--- src/rcm_pkg.sv ---
// Package for the real-time counter core: register map, fields, reset values, carrier types
package rcm_pkg;

  // ----------------------------------------------------------------
  // Register bus geometry
  // ----------------------------------------------------------------
  localparam int ADDR_W = 4;
  localparam int DATA_W = 8;

  // ----------------------------------------------------------------
  // Register offsets
  // ----------------------------------------------------------------
  localparam logic [3:0] OFS_CTRL = 4'h0;
  localparam logic [3:0] OFS_SRC = 4'h1;
  localparam logic [3:0] OFS_PS0_CTRL = 4'h2;
  localparam logic [3:0] OFS_PS1_CTRL = 4'h3;
  localparam logic [3:0] OFS_PS0_CNT = 4'h4;
  localparam logic [3:0] OFS_PS1_CNT = 4'h5;
  localparam logic [3:0] OFS_COUNT_0 = 4'h8;
  localparam logic [3:0] OFS_COUNT_1 = 4'h9;
  localparam logic [3:0] OFS_COUNT_2 = 4'hA;
  localparam logic [3:0] OFS_COUNT_3 = 4'hB;

  // ----------------------------------------------------------------
  // Field positions
  // ----------------------------------------------------------------
  // Main control register
  localparam int CTRL_MODE_BIT = 7;
  localparam int CTRL_HALT_BIT = 6;
  localparam int CTRL_IE_BIT = 5;
  localparam int CTRL_FLAG_BIT = 4;
  localparam int CTRL_RDY_BIT = 3;
  localparam int CTRL_RDY_FLAG_BIT = 2;
  localparam int CTRL_TEV_LSB = 0;
  // Source register
  localparam int SRC_SEL_LSB = 0;
  localparam int SRC_RDY_IE_BIT = 2;
  // Prescaler control registers
  localparam int PS_DIV_LSB = 0;
  localparam int PS_HALT_BIT = 3;
  localparam int PS_CASC_BIT = 4;

  // ----------------------------------------------------------------
  // Reset values
  // ----------------------------------------------------------------
  localparam logic [7:0] RST_BYTE = 8'h00;
  localparam logic [31:0] RST_COUNT = 32'h0000_0000;
  localparam logic [7:0] ALL_ONES_BYTE = 8'hFF;

  // ----------------------------------------------------------------
  // Types
  // ----------------------------------------------------------------
  typedef enum logic [1:0] {
    TEV_8 = 2'b00,
    TEV_16 = 2'b01,
    TEV_24 = 2'b10,
    TEV_32 = 2'b11
  } rcm_tev_type;

  typedef enum logic [1:0] {
    SRC_AUX = 2'b00,
    SRC_SUB = 2'b01,
    SRC_PS1 = 2'b10,
    SRC_PS1_ALT = 2'b11
  } rcm_src_type;

  typedef struct packed {
    logic wr;
    logic rd;
    logic [ADDR_W-1:0] addr;
    logic [DATA_W-1:0] data;
  } rcm_bus_req_type;

endpackage : rcm_pkg

--- src/rcm_core.sv ---
// Real-time clock unit run as a 32-bit general-purpose counter with two prescalers
// Functional notes
// - Counter runs only while calendar mode select is clear.
// - Leaving calendar mode clears all count bytes and both prescalers.
// - Counter clock is aux, subsystem, or a prescaled version of either.
// - First prescaler divides aux, second divides subsystem; taps /2 to /256.
// - First prescaler may feed the second; cascaded output can clock counter.
// - Four 8-bit bytes chained; each advances when the one below wraps.
// - Trigger select picks 8, 16, 24 or 32-bit overflow as event.
// - Event sets flag; interrupt request only while trigger irq enable set.
// - Each count byte is read and written on its own.
// - Prescalers work as two 8-bit counters or one 16-bit cascade.
// - Each prescaler halt bit stops it and holds its value.
// - When cascaded, first prescaler halt stops both prescalers.
// - Counter on aux or subsystem clock stops on counter halt.
// - Counter on second prescaler stops on its halt or counter halt.
// - Counter on cascade stops on either prescaler halt or counter halt.
// - Writes to count bytes or prescalers take effect at once.
// - In counter mode ready bit and flag stay clear, enable ignored.
module rcm_core (
  input wire logic sys_clk,
  input wire logic rst_n,
  input wire logic aux_clock,
  input wire logic subsystem_clock,
  input wire rcm_pkg::rcm_bus_req_type bus_req,
  output logic [rcm_pkg::DATA_W-1:0] rd_data,
  output logic trigger_irq
);
  import rcm_pkg::*;

  // ----------------------------------------------------------------
  // Clock pin synchronisers and edge ticks
  // ----------------------------------------------------------------
  logic aux_meta;
  logic aux_sync;
  logic aux_prev;
  logic sub_meta;
  logic sub_sync;
  logic sub_prev;
  wire aux_tick = aux_sync & ~aux_prev;
  wire sub_tick = sub_sync & ~sub_prev;

  // Two stages, then a delay stage for edge detection
  always_ff @(posedge sys_clk or negedge rst_n) begin
    if (!rst_n) begin
      {aux_meta, aux_sync, aux_prev} <= 3'b000;
      {sub_meta, sub_sync, sub_prev} <= 3'b000;
    end else begin
      {aux_meta, aux_sync, aux_prev} <= {aux_clock, aux_meta, aux_sync};
      {sub_meta, sub_sync, sub_prev} <= {subsystem_clock, sub_meta, sub_sync};
    end
  end

  // ----------------------------------------------------------------
  // Control state
  // ----------------------------------------------------------------
  logic calendar_mode_select;
  logic counter_halt;
  logic trigger_event_irq_enable;
  logic trigger_event_flag;
  rcm_tev_type trigger_event_select;
  rcm_src_type count_src;
  logic calendar_ready_irq_enable;
  logic [2:0] ps0_div;
  logic first_prescaler_halt;
  logic [2:0] ps1_div;
  logic second_prescaler_halt;
  logic ps1_cascade;
  logic [7:0] first_prescaler;
  logic [7:0] second_prescaler;
  logic [3:0][7:0] count_bytes;

  // Calendar ready status and its flag stay clear in counter mode
  wire calendar_ready = 1'b0;
  wire calendar_ready_flag = 1'b0;

  // ----------------------------------------------------------------
  // Register decode
  // ----------------------------------------------------------------
  wire wr_ctrl = bus_req.wr && (bus_req.addr == OFS_CTRL);
  wire wr_src = bus_req.wr && (bus_req.addr == OFS_SRC);
  wire wr_ps0_ctrl = bus_req.wr && (bus_req.addr == OFS_PS0_CTRL);
  wire wr_ps1_ctrl = bus_req.wr && (bus_req.addr == OFS_PS1_CTRL);
  wire wr_ps0_cnt = bus_req.wr && (bus_req.addr == OFS_PS0_CNT);
  wire wr_ps1_cnt = bus_req.wr && (bus_req.addr == OFS_PS1_CNT);
  wire wr_count_any = bus_req.wr && (bus_req.addr[3:2] == OFS_COUNT_0[3:2]);
  wire [1:0] wr_byte_sel = bus_req.addr[1:0];

  // Leaving calendar mode on a control write
  wire mode_to_counter = wr_ctrl && calendar_mode_select && !bus_req.data[CTRL_MODE_BIT];
  wire running = !calendar_mode_select;

  // ----------------------------------------------------------------
  // Prescaler ticks, halts and tap outputs
  // ----------------------------------------------------------------
  // Cascade halt: first prescaler halt also stops the second
  wire ps0_halt_eff = first_prescaler_halt;
  wire ps1_halt_eff = second_prescaler_halt | (ps1_cascade & first_prescaler_halt);
  wire ps0_inc = running && aux_tick && !ps0_halt_eff;
  // Tap /2^(n+1) fires when bits n..0 are all ones as the count advances
  wire [7:0] ps0_low_ones = {&first_prescaler[7:0], &first_prescaler[6:0],
    &first_prescaler[5:0], &first_prescaler[4:0], &first_prescaler[3:0],
    &first_prescaler[2:0], &first_prescaler[1:0], first_prescaler[0]};
  wire ps0_out = ps0_inc && ps0_low_ones[ps0_div];
  wire ps1_in = ps1_cascade ? ps0_out : sub_tick;
  wire ps1_inc = running && ps1_in && !ps1_halt_eff;
  wire [7:0] ps1_low_ones = {&second_prescaler[7:0], &second_prescaler[6:0],
    &second_prescaler[5:0], &second_prescaler[4:0], &second_prescaler[3:0],
    &second_prescaler[2:0], &second_prescaler[1:0], second_prescaler[0]};
  wire ps1_out = ps1_inc && ps1_low_ones[ps1_div];

  // ----------------------------------------------------------------
  // Main counter clock select, halts and overflow events
  // ----------------------------------------------------------------
  wire src_is_ps = (count_src == SRC_PS1) || (count_src == SRC_PS1_ALT);
  // Effective halt by source: direct, second prescaler, or cascade
  wire count_halt_eff = counter_halt
    | (src_is_ps & second_prescaler_halt)
    | (src_is_ps & ps1_cascade & first_prescaler_halt);
  wire count_tick = (count_src == SRC_AUX) ? aux_tick :
    (count_src == SRC_SUB) ? sub_tick : ps1_out;
  wire count_inc = running && count_tick && !count_halt_eff;
  wire [31:0] count_flat = count_bytes;
  wire [31:0] count_plus = count_flat + 32'h0000_0001;
  wire ovf_8 = count_bytes[0] == ALL_ONES_BYTE;
  wire ovf_16 = ovf_8 && (count_bytes[1] == ALL_ONES_BYTE);
  wire ovf_24 = ovf_16 && (count_bytes[2] == ALL_ONES_BYTE);
  wire ovf_32 = ovf_24 && (count_bytes[3] == ALL_ONES_BYTE);
  logic ovf_sel;
  always_comb begin
    unique case (trigger_event_select)
      TEV_8: ovf_sel = ovf_8;
      TEV_16: ovf_sel = ovf_16;
      TEV_24: ovf_sel = ovf_24;
      TEV_32: ovf_sel = ovf_32;
    endcase
  end
  wire trig_event = count_inc && ovf_sel;
  // Software clears the flag by writing zero; a new event wins
  wire next_flag = trig_event |
    (trigger_event_flag & !(wr_ctrl && !bus_req.data[CTRL_FLAG_BIT]));

  // ----------------------------------------------------------------
  // Control registers
  // ----------------------------------------------------------------
  always_ff @(posedge sys_clk or negedge rst_n) begin
    if (!rst_n) begin
      calendar_mode_select <= 1'b0;
      counter_halt <= 1'b0;
      trigger_event_irq_enable <= 1'b0;
      trigger_event_select <= TEV_8;
    end else if (wr_ctrl) begin
      calendar_mode_select <= bus_req.data[CTRL_MODE_BIT];
      counter_halt <= bus_req.data[CTRL_HALT_BIT];
      trigger_event_irq_enable <= bus_req.data[CTRL_IE_BIT];
      trigger_event_select <= rcm_tev_type'(bus_req.data[CTRL_TEV_LSB +: 2]);
    end
  end

  // Source select and prescaler controls
  always_ff @(posedge sys_clk or negedge rst_n) begin
    if (!rst_n) begin
      count_src <= SRC_AUX;
      calendar_ready_irq_enable <= 1'b0;
      {first_prescaler_halt, ps0_div} <= 4'h0;
      {ps1_cascade, second_prescaler_halt, ps1_div} <= 5'h00;
    end else begin
      if (wr_src) begin
        count_src <= rcm_src_type'(bus_req.data[SRC_SEL_LSB +: 2]);
        calendar_ready_irq_enable <= bus_req.data[SRC_RDY_IE_BIT];
      end
      if (wr_ps0_ctrl) begin
        {first_prescaler_halt, ps0_div} <= bus_req.data[PS_HALT_BIT:PS_DIV_LSB];
      end
      if (wr_ps1_ctrl) begin
        {ps1_cascade, second_prescaler_halt, ps1_div} <= bus_req.data[PS_CASC_BIT:PS_DIV_LSB];
      end
    end
  end

  // Trigger event flag and registered interrupt request
  always_ff @(posedge sys_clk or negedge rst_n) begin
    if (!rst_n) begin
      trigger_event_flag <= 1'b0;
      trigger_irq <= 1'b0;
    end else begin
      trigger_event_flag <= next_flag;
      trigger_irq <= trigger_event_flag & trigger_event_irq_enable;
    end
  end

  // ----------------------------------------------------------------
  // Prescaler counters: mode clear, immediate write, else advance
  // ----------------------------------------------------------------
  always_ff @(posedge sys_clk or negedge rst_n) begin
    if (!rst_n) begin
      first_prescaler <= RST_BYTE;
      second_prescaler <= RST_BYTE;
    end else if (mode_to_counter) begin
      first_prescaler <= RST_BYTE;
      second_prescaler <= RST_BYTE;
    end else begin
      if (wr_ps0_cnt) begin
        first_prescaler <= bus_req.data;
      end else if (ps0_inc) begin
        first_prescaler <= first_prescaler + 8'h01;
      end
      if (wr_ps1_cnt) begin
        second_prescaler <= bus_req.data;
      end else if (ps1_inc) begin
        second_prescaler <= second_prescaler + 8'h01;
      end
    end
  end

  // ----------------------------------------------------------------
  // Count bytes: a write to one byte overrides that byte's advance
  // ----------------------------------------------------------------
  always_ff @(posedge sys_clk or negedge rst_n) begin
    if (!rst_n) begin
      count_bytes <= RST_COUNT;
    end else if (mode_to_counter) begin
      count_bytes <= RST_COUNT;
    end else begin
      for (int i = 0; i < 4; i++) begin
        if (wr_count_any && (wr_byte_sel == 2'(i))) begin
          count_bytes[i] <= bus_req.data;
        end else if (count_inc) begin
          count_bytes[i] <= count_plus[8*i +: 8];
        end
      end
    end
  end

  // ----------------------------------------------------------------
  // Read path: data stand one cycle after the read strobe
  // ----------------------------------------------------------------
  logic [7:0] rd_mux;
  always_comb begin
    rd_mux = 8'h00;
    unique case (bus_req.addr)
      OFS_CTRL: rd_mux = {calendar_mode_select, counter_halt, trigger_event_irq_enable,
        trigger_event_flag, calendar_ready, calendar_ready_flag, trigger_event_select};
      OFS_SRC: rd_mux = {5'h00, calendar_ready_irq_enable, count_src};
      OFS_PS0_CTRL: rd_mux = {4'h0, first_prescaler_halt, ps0_div};
      OFS_PS1_CTRL: rd_mux = {3'h0, ps1_cascade, second_prescaler_halt, ps1_div};
      OFS_PS0_CNT: rd_mux = first_prescaler;
      OFS_PS1_CNT: rd_mux = second_prescaler;
      OFS_COUNT_0: rd_mux = count_bytes[0];
      OFS_COUNT_1: rd_mux = count_bytes[1];
      OFS_COUNT_2: rd_mux = count_bytes[2];
      OFS_COUNT_3: rd_mux = count_bytes[3];
      default: rd_mux = 8'h00;
    endcase
  end

  always_ff @(posedge sys_clk or negedge rst_n) begin
    if (!rst_n) begin
      rd_data <= 8'h00;
    end else begin
      rd_data <= bus_req.rd ? rd_mux : 8'h00;
    end
  end
endmodule : rcm_core

--- config.mk ---
export PLATFORM = sky130hd
export DESIGN_NAME = rcm_core
export DESIGN_NICKNAME = d
export VERILOG_FILES = /design/src/rcm_pkg.sv /design/src/rcm_core.sv
export SDC_FILE = /design/constraint.sdc
export NUM_CORES = 1
export LEC_CHECK = 0
export BUFFER_PORTS_ARGS = -buffer_cell sky130_fd_sc_hd__buf_2
export CAP_MARGIN = 40
export CORE_MARGIN = 2
export CORE_UTILIZATION = 45
export DETAILED_ROUTE_END_ITERATION = 10
export GPL_TIMING_DRIVEN = 0
export SLEW_MARGIN = 15
export SYNTH_ARGS = -nofsm -noshare
export SYNTH_HDL_FRONTEND = slang
export SYNTH_SLANG_ARGS = --single-unit
--- constraint.sdc ---
create_clock -name sys_clk -period 4.4 [get_ports sys_clk]
set_input_delay 0.44 -clock sys_clk [delete_from_list [all_inputs] [get_ports sys_clk]]
set_output_delay 0.44 -clock sys_clk [all_outputs]
set_load 0.005 [all_outputs]
==> results of run 1 <==
[worst max-delay path, delay by kind of cell, from the launching register on]
| family | cells | cell delay [ps] |
|---|---|---|
| AO/OA/AOI/OAI | 3 | 1140 |
| AND/OR/NAND/NOR | 2 | 710 |
| adder cells (fa/ha/maj) | 2 | 470 |
| flip-flops | 1 | 490 |
| multiplexers | 2 | 290 |
[power breakdown]
| group | leakage (nW) | total, mW | internal (mW) | switching (mW) |
|---|---|---|---|---|
| clock network | 0.130 | 0.723 | 0.432 | 0.291 |
| logic | 1.10 | 0.696 | 0.313 | 0.383 |
| registers | 0.974 | 1.20 | 0.927 | 0.278 |
| total | 2.21 | 2.62 | 1.67 | 0.951 |
[final cells by class]
| type | count | share of cell area [%] |
|---|---|---|
| plain buffers | 37 | 2.55 |
| clock buffers | 10 | 2.28 |
| clock inverters | 6 | 2.33 |
| inverters | 8 | 0.538 |
| multi-input cells | 425 | 50.5 |
| flip-flops and latches | 81 | 36.3 |
| well taps | 140 | 3.14 |
| repair buffers | 22 | 2.42 |
[sequential cells by signal (all words and copies together), names as in the netlist]
name / flops
second_prescaler: 8
ps1_div: 3
calendar_mode_select: 1
first_prescaler_halt: 1
ps0_div: 3
sub_meta: 1
count_bytes: 32
aux_sync: 1
trigger_event_select: 2
calendar_ready_irq_enable: 1
rd_data: 8
count_src: 2
counter_halt: 1
aux_prev: 1
second_prescaler_halt: 1
trigger_irq: 1
trigger_event_irq_enable: 1
sub_sync: 1
ps1_cascade: 1
aux_meta: 1
sub_prev: 1
first_prescaler: 8
trigger_event_flag: 1
[worst paths after layout]
path | start | to | slack [ps] | depth (start not counted)
max | first_prescaler[0] | count_bytes[6] | 1160 | 9
min reg2reg | sub_meta | sub_sync | 360 | 0
max in group asynchronous | rst_n | second_prescaler_halt | 3770 | 2
min | rst_n | count_bytes[6] | 10 | 1
min in group sys_clk | aux_clock | aux_meta | 160 | 1
max reg2reg | first_prescaler[0] | count_bytes[6] | 1160 | 9
[metal layers]
layer	wire [µm]	GRT usage (%)
met4	622	13.4
met2	7210	42.2
met1	7150	40.8
met5	0	0
met3	1320	6.52
[cells by family (layout without fill, tap and decap cells)]
group / Yosys count / after routing / share of synthesized area (%)
buffers and inverters: 45 / 83 / 3.44
DFF: 81 / 81 / 40.4
AOI/OAI and AO/OA: 162 / 162 / 22.4
adders and majority gates: 7 / 7 / 1.75
muxes: 37 / 37 / 8.36
and+or+nand+nor: 189 / 189 / 18.4
xor gates and xnor gates: 30 / 30 / 5.24
[through the flow]
stage	util (%)	instances	total power, mW	hold WS (ps)	area, µm²
5_1_grt	51.5	729	2.76	40.9	5590
4_1_cts	51.5	729	2.61	20.0	5590
3_3_place_gp	48.7	710	1.86	339	5280
6_report	51.5	729	2.62	9.53	5590
2_1_floorplan	-	551	1.62	144	5010
3_5_place_dp	49.2	713	1.89	343	5330
[cell usage in the layout, fill, tap and decap left out, drive strengths merged, types with 19 or more instances in the layout]
cell,synthesis,layout
a21oi,35,35
buf,4,26
clkbuf,33,43
dfrtp,81,81
mux2,19,19
nand2,54,54
nand3,24,24
nor2,49,49
o21ai,48,48
xor2,21,21
==> impl_metrics.tcl, run 1 <==
set metrics [dict create \
    powerDensity_nw_per_um2 470 \
    drtPass1Iterations 5 \
    tns_ps 0 \
    clk_pin_slew_ps 80 \
    syn-instance-count 551 \
    crit_chain "ha_1 > ha_1 > mux2i_1 > o22ai_1 > o311ai_2 > nor4_2 > nor2_1 > mux2i_1 > a2111oi_0" \
    area_growth_pct 11.5 \
    layout_setup_ws_ps 1160 \
    max-slew-margin-rel_pct 43.8 \
    drv_slew 0 \
    synth.distinct_cells 58 \
    cts_max_path_buffers 2 \
    first_global_vias 4408 \
    synthArstFlopShare_pct 100 \
    ys_ff_latch 81 \
    cp-start-kind "flop" \
    yosysSeqAreaShare_pct 40.4 \
    maxCapViolations 0 \
    fin_nets 609 \
    hp-class "primary input to asynchronous set/reset pin" \
    core_um2 10800 \
    p_leak_nw 2.21 \
    numCtsBuffers 9 \
    io_pins 27 \
    multi_input_area_um2 2820 \
    synth_ff_type "dfrtp_1" \
    grt_first_pass_wirelength_um 25300 \
    crit_path_max_incr_delay_ps 550 \
    criticalPathCategory "flop to flop" \
    fillerInstances 1082 \
    antennaDiodeCount 0 \
    initial_core_util_pct 46.2 \
    slowest_stage "nor2_1" \
    fmax_ghz 0.309 \
    ys_top_cells_by_area "dfrtp_1 40%, mux2_2 4.3%, o21ai_0 4.2%" \
    cts_root_buf "clkbuf_8" \
    drt_iter0_drc 434 \
    synth_edf_count 0 \
    cts_htree_levels 3 \
    ys_top_cells_by_count "81 x dfrtp_1, 54 x nand2_1, 49 x nor2_1" \
    die_w_um 110 \
    die_h_um 110 \
    ant_nets 0 \
    post_cts_buffers 0 \
    finalCriticalPeriod_ps 3240 \
    viasPerCell 6.35 \
    ir_drop_v 0.000235 \
    tritoncts "yes" \
    grt_util_all_layers_pct 28.9 \
    period_share_pct 73.6 \
    hold_viol 0 \
    cts_hold_buf 0 \
    portBuffers 19 \
    syn_area_per_cell_um2 9.10 \
    yosysTopAreaCellShare_pct 40.4 \
    yosys.area.top_type "dfrtp_1" \
    rows 38 \
    regArea_um2 2030 \
    syn_area_um2 5010 \
    cts_resized 0 \
    vias 4630 \
    place_ws_ps 1240 \
    critPathMaxFanout 7 \
    gp_congestion 0.926 \
    end_kind "flop" \
    drive_gt1_share_pct 12.1 \
    run_status "finished clean" \
    route.detailed.wl_per_inst_um 22.3 \
    synth_warnings 0 \
    drt_wl_total_um 16300 \
    cp.required_ps 4650 \
    clkLatencyLatePin_ps 390 \
    post-dp-hpwl_um 11800 \
    synth.net_count 576 \
    cts.sinks 81 \
    crit_arrival_ps 3490 \
    grt_max_degree 47 \
    rsz0062_at_grt "no" \
    max_slew.worst_pin.slew_ps 835 \
    gr-total-overflow 0 \
    dieArea_um2 12000 \
    drc 0 \
    finClkSkew_ps 10.8 \
    antenna_found_initial 0 \
    finalSetupViolCount 0 \
    post-synth-top-count-cell "dfrtp_1" \
]
Note: power is estimated with default switching activity, not from simulation.
==> run 2: changes to the inputs <==
==> constraint.sdc (replaced) <==
create_clock -name sys_clk -period 2.6 [get_ports sys_clk]
set_input_delay 0.26 -clock sys_clk [delete_from_list [all_inputs] [get_ports sys_clk]]
set_output_delay 0.26 -clock sys_clk [all_outputs]
set_load 0.005 [all_outputs]
==> run 2 against run 1 <==
  * Routed wire length increased by 2.9%
  * Clock power increased by 70%
  * Final cell count increased by 2.1%
  * Final area increased by 6.1%
  * Worst setup slack got worse by 1100 ps
  * Clock skew about the same
  * Combinational power increased by 100%
  * Total power increased by 77%
  * Critical path type unchanged
  * Largest cell class unchanged
==> impl_metrics.tcl, run 2 (synthesis gave the netlist of run 1 again) <==
set metrics [dict create \
    utilization_pct 54.7 \
    dieArea_um2 12000 \
    route.detailed.wl_per_inst_um 22.5 \
    place_ws_ps -561 \
    drive_gt1_share_pct 19.0 \
    ant_nets 0 \
    wl_met1_um 7430 \
    viasPerCell 6.41 \
    gr-total-overflow 0 \
    wl_met2_um 7570 \
    powerDensity_nw_per_um2 785 \
    stdcell_area_um2 5930 \
    tns_ps 0 \
    ir_drop_v 0.000391 \
    cts_root_buf "clkbuf_8" \
    io_pins 27 \
    finalSetupViolCount 0 \
    numCtsBuffers 9 \
    max-slew-margin-rel_pct 48.2 \
    cp-start-kind "flop" \
    area_growth_pct 18.3 \
    finalCriticalPeriod_ps 2550 \
    whs_ps 104 \
    tritoncts "yes" \
    hp-class "primary input to flop" \
    first_global_vias 4465 \
    final_common_cell "dfrtp_1" \
    run_status "finished clean" \
    cts_max_path_buffers 2 \
    cp.required_ps 2880 \
    clk_pin_slew_ps 90 \
    grt_util_all_layers_pct 29.3 \
    fillerInstances 1035 \
    hold_viol 0 \
    dr.max_layer_used "met4" \
    antennaDiodeCount 0 \
    finClkSkew_ps 10.9 \
    core_um2 10800 \
    dp_cells 713 \
    final_cell_mix "78 x dfrtp_1, 54 x nand2_1, 47 x nor2_1, 41 x o21ai_0, 35 x a21oi_1" \
    drtPass1Iterations 5 \
    die_h_um 110 \
    top_register "count_bytes" \
    fmax_ghz 0.391 \
    initial_core_util_pct 46.2 \
    vias 4767 \
    drv_slew 0 \
    rows 38 \
    grt_max_degree 47 \
    post_dp_cell_area_um2 5330 \
    p_leak_nw 2.30 \
    clkLatencyLatePin_ps 390 \
    critPathMaxFanout 8 \
    crit_arrival_ps 2830 \
    power_mw 4.66 \
    rsz0062_at_grt "yes" \
    cts.sinks 81 \
    portBuffers 19 \
    drt_wl_total_um 16800 \
    grt_first_pass_wirelength_um 25600 \
    drt_iter0_drc 428 \
    drc 0 \
    fin_nets 624 \
    end_kind "flop" \
    layout_setup_ws_ps 45.5 \
    post-dp-hpwl_um 11800 \
    met3WireLength_um 1190 \
    cts_htree_levels 3 \
    fin_cells 744 \
    die_w_um 110 \
    max_slew.worst_pin.slew_ps 777 \
    antenna_found_initial 0 \
    period_share_pct 98.3 \
    gp_congestion 0.926 \
    largest_reg_flops 32 \
    maxCapViolations 0 \
    criticalPathCategory "flop to flop" \
]
-- run 2: cell types whose count changed in the layout (fill, tap and decap cells not counted), moves of 3 or more --
| cell | before | now |
|---|---|---|
| clkbuf_1 | 34 | 29 |
| a211oi_2 | 0 | 4 |
| a211oi_1 | 9 | 5 |
| dfrtp_2 | 0 | 3 |
| nor4_4 | 0 | 4 |
| dlygate4sd3_1 | 0 | 3 |
| buf_4 | 2 | 14 |
| dfrtp_1 | 81 | 78 |
| nor4_1 | 5 | 2 |
| clkbuf_2 | 0 | 3 |
-- run 2: path summary, 6_finish.rpt --
check	cells past startpoint	startpoint	to	slack, ps
max reg2reg	7	first_prescaler_halt	count_bytes[20]	50
min in group asynchronous	2	rst_n	count_bytes[6]	370
max in group asynchronous	3	rst_n	second_prescaler_halt	1620
max	7	first_prescaler_halt	count_bytes[20]	50
min	2	bus_req[12]	rd_data[6]	100
min reg2reg	0	sub_meta	sub_sync	360
-- run 2: where the power goes --
part | switching [mW] | total (mW) | internal (mW)
registers | 0.456 | 2.03 | 1.57
clock network | 0.497 | 1.23 | 0.732
logic | 0.768 | 1.40 | 0.630
-- run 2: timing repair --
action | 4_1_cts | 5_1_grt
endpoints found under the hold margin | 37 | 0
setup buffers | 9 | 6
setup endpoints to repair | 32 | 35
hold buffers | 3 | 0
pin swaps | 13 | 12
resized for setup | 25 | 27
cloned | 0 | 0
-- run 2: layout make-up --
cell class	instances	area [µm²]	area share, %
sequential	81	2030	34.3
buffer	35	143	2.41
timing repair buffer	39	274	4.62
multi-input combinational	425	3020	50.9
clock inverter	6	130	2.20
clock buffer	10	128	2.15
inverter	8	30.0	0.507
tap	140	175	2.95
-- run 2: per-layer routing --
metal | global-route usage, % | vias to the layer above
met2 | 44.5 | 217
met3 | 5.93 | 49
met5 | 0 | -
met4 | 11.6 | 0
met1 | 41.0 | 2358
li1 | - | 2143
-- run 2: critical path, stage by stage, from the launching register on --
cell	delay (ps)
dfrtp_1	410
or4b_4	540
o21ai_4	150
o311ai_4	160
or4_4	580
a2111oi_4	350
xnor2_1	170
o21ai_1	80
==> run 3: changes to the inputs <==
==> constraint.sdc (replaced) <==
create_clock -name sys_clk -period 2.25 [get_ports sys_clk]
set_input_delay 0.225 -clock sys_clk [delete_from_list [all_inputs] [get_ports sys_clk]]
set_output_delay 0.225 -clock sys_clk [all_outputs]
set_load 0.005 [all_outputs]
==> run 3 against run 2 <==
  * The run now ends with negative setup slack left
  * Non-clock buffer count rose by 14
  * Sequential power rose by 17%
  * Hold slack got worse by 27 ps
  * Via count rose by 1.3%
  * Register-to-register slack got worse by 400 ps
  * Final area rose by 6.6%
  * Clock power fell by 11%
  * Flip-flop and latch count did not move
  * Sequential share of layout area fell by 2.0 points
  * Worst setup slack got worse by 400 ps
  * Final cell count rose by 1.9%
  * First-iteration DRC count rose by 25%
==> impl_metrics.tcl, run 3 (synthesis gave the netlist of run 1 again) <==
set metrics [dict create \
    run_status "complete, but fails checks" \
    violations "negative setup slack" \
    rows 38 \
    area_growth_pct 26.0 \
    r2r_start "aux_prev" \
    final_common_cell "dfrtp_1" \
    cts_root_buf "clkbuf_8" \
    cts.sinks 81 \
    antenna_found_initial 0 \
    initial_core_util_pct 46.2 \
    drv_slew 0 \
    p_leak_nw 2.40 \
    grt_first_pass_wirelength_um 25900 \
    drt_iter0_drc 535 \
    rsz0062_at_grt "yes" \
    fin_nets 638 \
    clk_pin_slew_ps 80 \
    ant_nets 0 \
    post-dp-hpwl_um 11700 \
    cts_max_path_buffers 2 \
    whs_ps 76.8 \
    largest_reg_flops 32 \
    fin_cells 758 \
    io_pins 27 \
    worstHoldStart "bus_req[12]" \
    route.detailed.wl_per_inst_um 22.6 \
    crit_start "aux_prev" \
    cp.required_ps 2520 \
    antennaDiodeCount 0 \
    core_um2 10800 \
    critPathMaxFanout 7 \
    hold_viol 0 \
    drc 0 \
    finClkSkew_ps 10.8 \
    fillerInstances 983 \
    grt_util_all_layers_pct 29.7 \
    period_share_pct 116 \
    drtPass1Iterations 5 \
    vias 4827 \
    finalCriticalPeriod_ps 2600 \
    tritoncts "yes" \
    fmax_ghz 0.384 \
    hp-class "primary input to flop" \
    clkLatencyLatePin_ps 390 \
    die_w_um 110 \
    multi_input_area_um2 3280 \
    dieArea_um2 12000 \
    gr-total-overflow 0 \
    viasPerCell 6.37 \
    ir_drop_v 0.000476 \
    finalSetupViolCount 37 \
    max-slew-margin-rel_pct 42.1 \
    drive_gt1_share_pct 27.0 \
    first_global_vias 4539 \
    drt_wl_total_um 17200 \
    regArea_um2 2040 \
    cp-start-kind "flop" \
    gp_congestion 0.924 \
    max_slew.worst_pin.slew_ps 869 \
    maxCapViolations 0 \
    end_kind "flop" \
    layout_setup_ws_ps -354 \
    powerDensity_nw_per_um2 835 \
    die_h_um 110 \
    numCtsBuffers 9 \
    cts_htree_levels 3 \
    portBuffers 19 \
    dp_cells 713 \
    final_cell_mix "74 x dfrtp_1, 53 x nand2_1, 47 x nor2_1, 32 x a21oi_1, 32 x o21ai_0" \
    criticalPathCategory "flop to flop" \
    grt_max_degree 47 \
    crit_arrival_ps 2880 \
    top_register "count_bytes" \
]
==> run 3: cell types whose count changed in the layout (fill, tap and decap cells not counted), moves of 4 or more <==
| cell | before | now |
|---|---|---|
| o21ai_0 | 41 | 32 |
| o2111ai_1 | 9 | 1 |
| buf_4 | 14 | 20 |
| clkbuf_1 | 29 | 24 |
| nand3_1 | 24 | 19 |
| nand3_2 | 0 | 5 |
| o21ai_1 | 5 | 10 |
| buf_6 | 2 | 6 |
| dfrtp_1 | 78 | 74 |
| dfrtp_2 | 3 | 7 |
| o2111ai_2 | 2 | 6 |
| o2111ai_4 | 0 | 4 |
==> run 3: per-layer routing <==
layer / part of all wire [%] / up-vias / track usage [%]
met5: 0 / - / 0
met4: 2.8 / 0 / 12.4
met3: 8.1 / 30 / 5.28
met2: 46 / 233 / 45.9
met1: 43 / 2392 / 41.0
li1: - / 2172 / -
==> run 3: final cells by class <==
class / instances / share of cell area [%]
Tap cell: 140 / 2.77
Clock buffer: 10 / 2.18
Clock inverter: 6 / 0.911
Timing Repair Buffer: 53 / 6.81
Sequential cell: 81 / 32.2
Inverter: 8 / 0.475
Buffer: 35 / 2.73
Multi-Input combinational cell: 425 / 51.9
==> run 3: worst max-delay path: stages, from the launching register on <==
cell,delay (ps)
dfrtp_1,390
or4b_4,560
o21ai_4,160
o311ai_4,150
or4_4,450
buf_12,170
buf_4,140
a211oi_4,230
xnor2_1,160
o21ai_1,90
==> run 3: timing repair <==
action	in CTS	in global routing
resized for setup	42	78
hold buffers	3	0
gates cloned	1	0
hold endpoints to repair	37	0
endpoints found under the setup margin	46	52
setup buffers	13	16
pin swaps	21	45
==> run 3: stage by stage <==
stage | worst slack (ps) | setup TNS (ps) | utilization (%) | instance area, µm² | power (mW)
floorplan | -237 | -2240 | - | 5040 | 3.19
global placement | -1050 | -29550 | 49.0 | 5310 | 3.67
detailed placement | -654 | -25280 | 49.4 | 5360 | 3.72
CTS | -340 | -8410 | 53.9 | 5850 | 4.99
global route | -450 | -10510 | 58.3 | 6320 | 5.55
finish | -354 | -7240 | 58.3 | 6320 | 5.28
==> run 3: path summary, 6_finish.rpt <==
| check | endpoint | slack (ps) | cells past startpoint |
|---|---|---|---|
| min in group asynchronous | count_bytes[4] | 340 | 2 |
| worst max register to register | count_bytes[30] | -350 | 9 |
| worst min-delay path | rd_data[6] | 80 | 2 |
| worst max-delay path | count_bytes[30] | -350 | 9 |
| max in group asynchronous | ps0_div[2] | 1300 | 3 |
| worst min register to register | aux_sync | 360 | 0 |
==> run 3: power breakdown <==
part | internal (mW) | switching [mW] | leakage [nW]
logic | 0.842 | 0.956 | 1.33
clock network | 0.535 | 0.565 | 0.102
registers | 1.82 | 0.555 | 0.968
total | 3.20 | 2.08 | 2.40
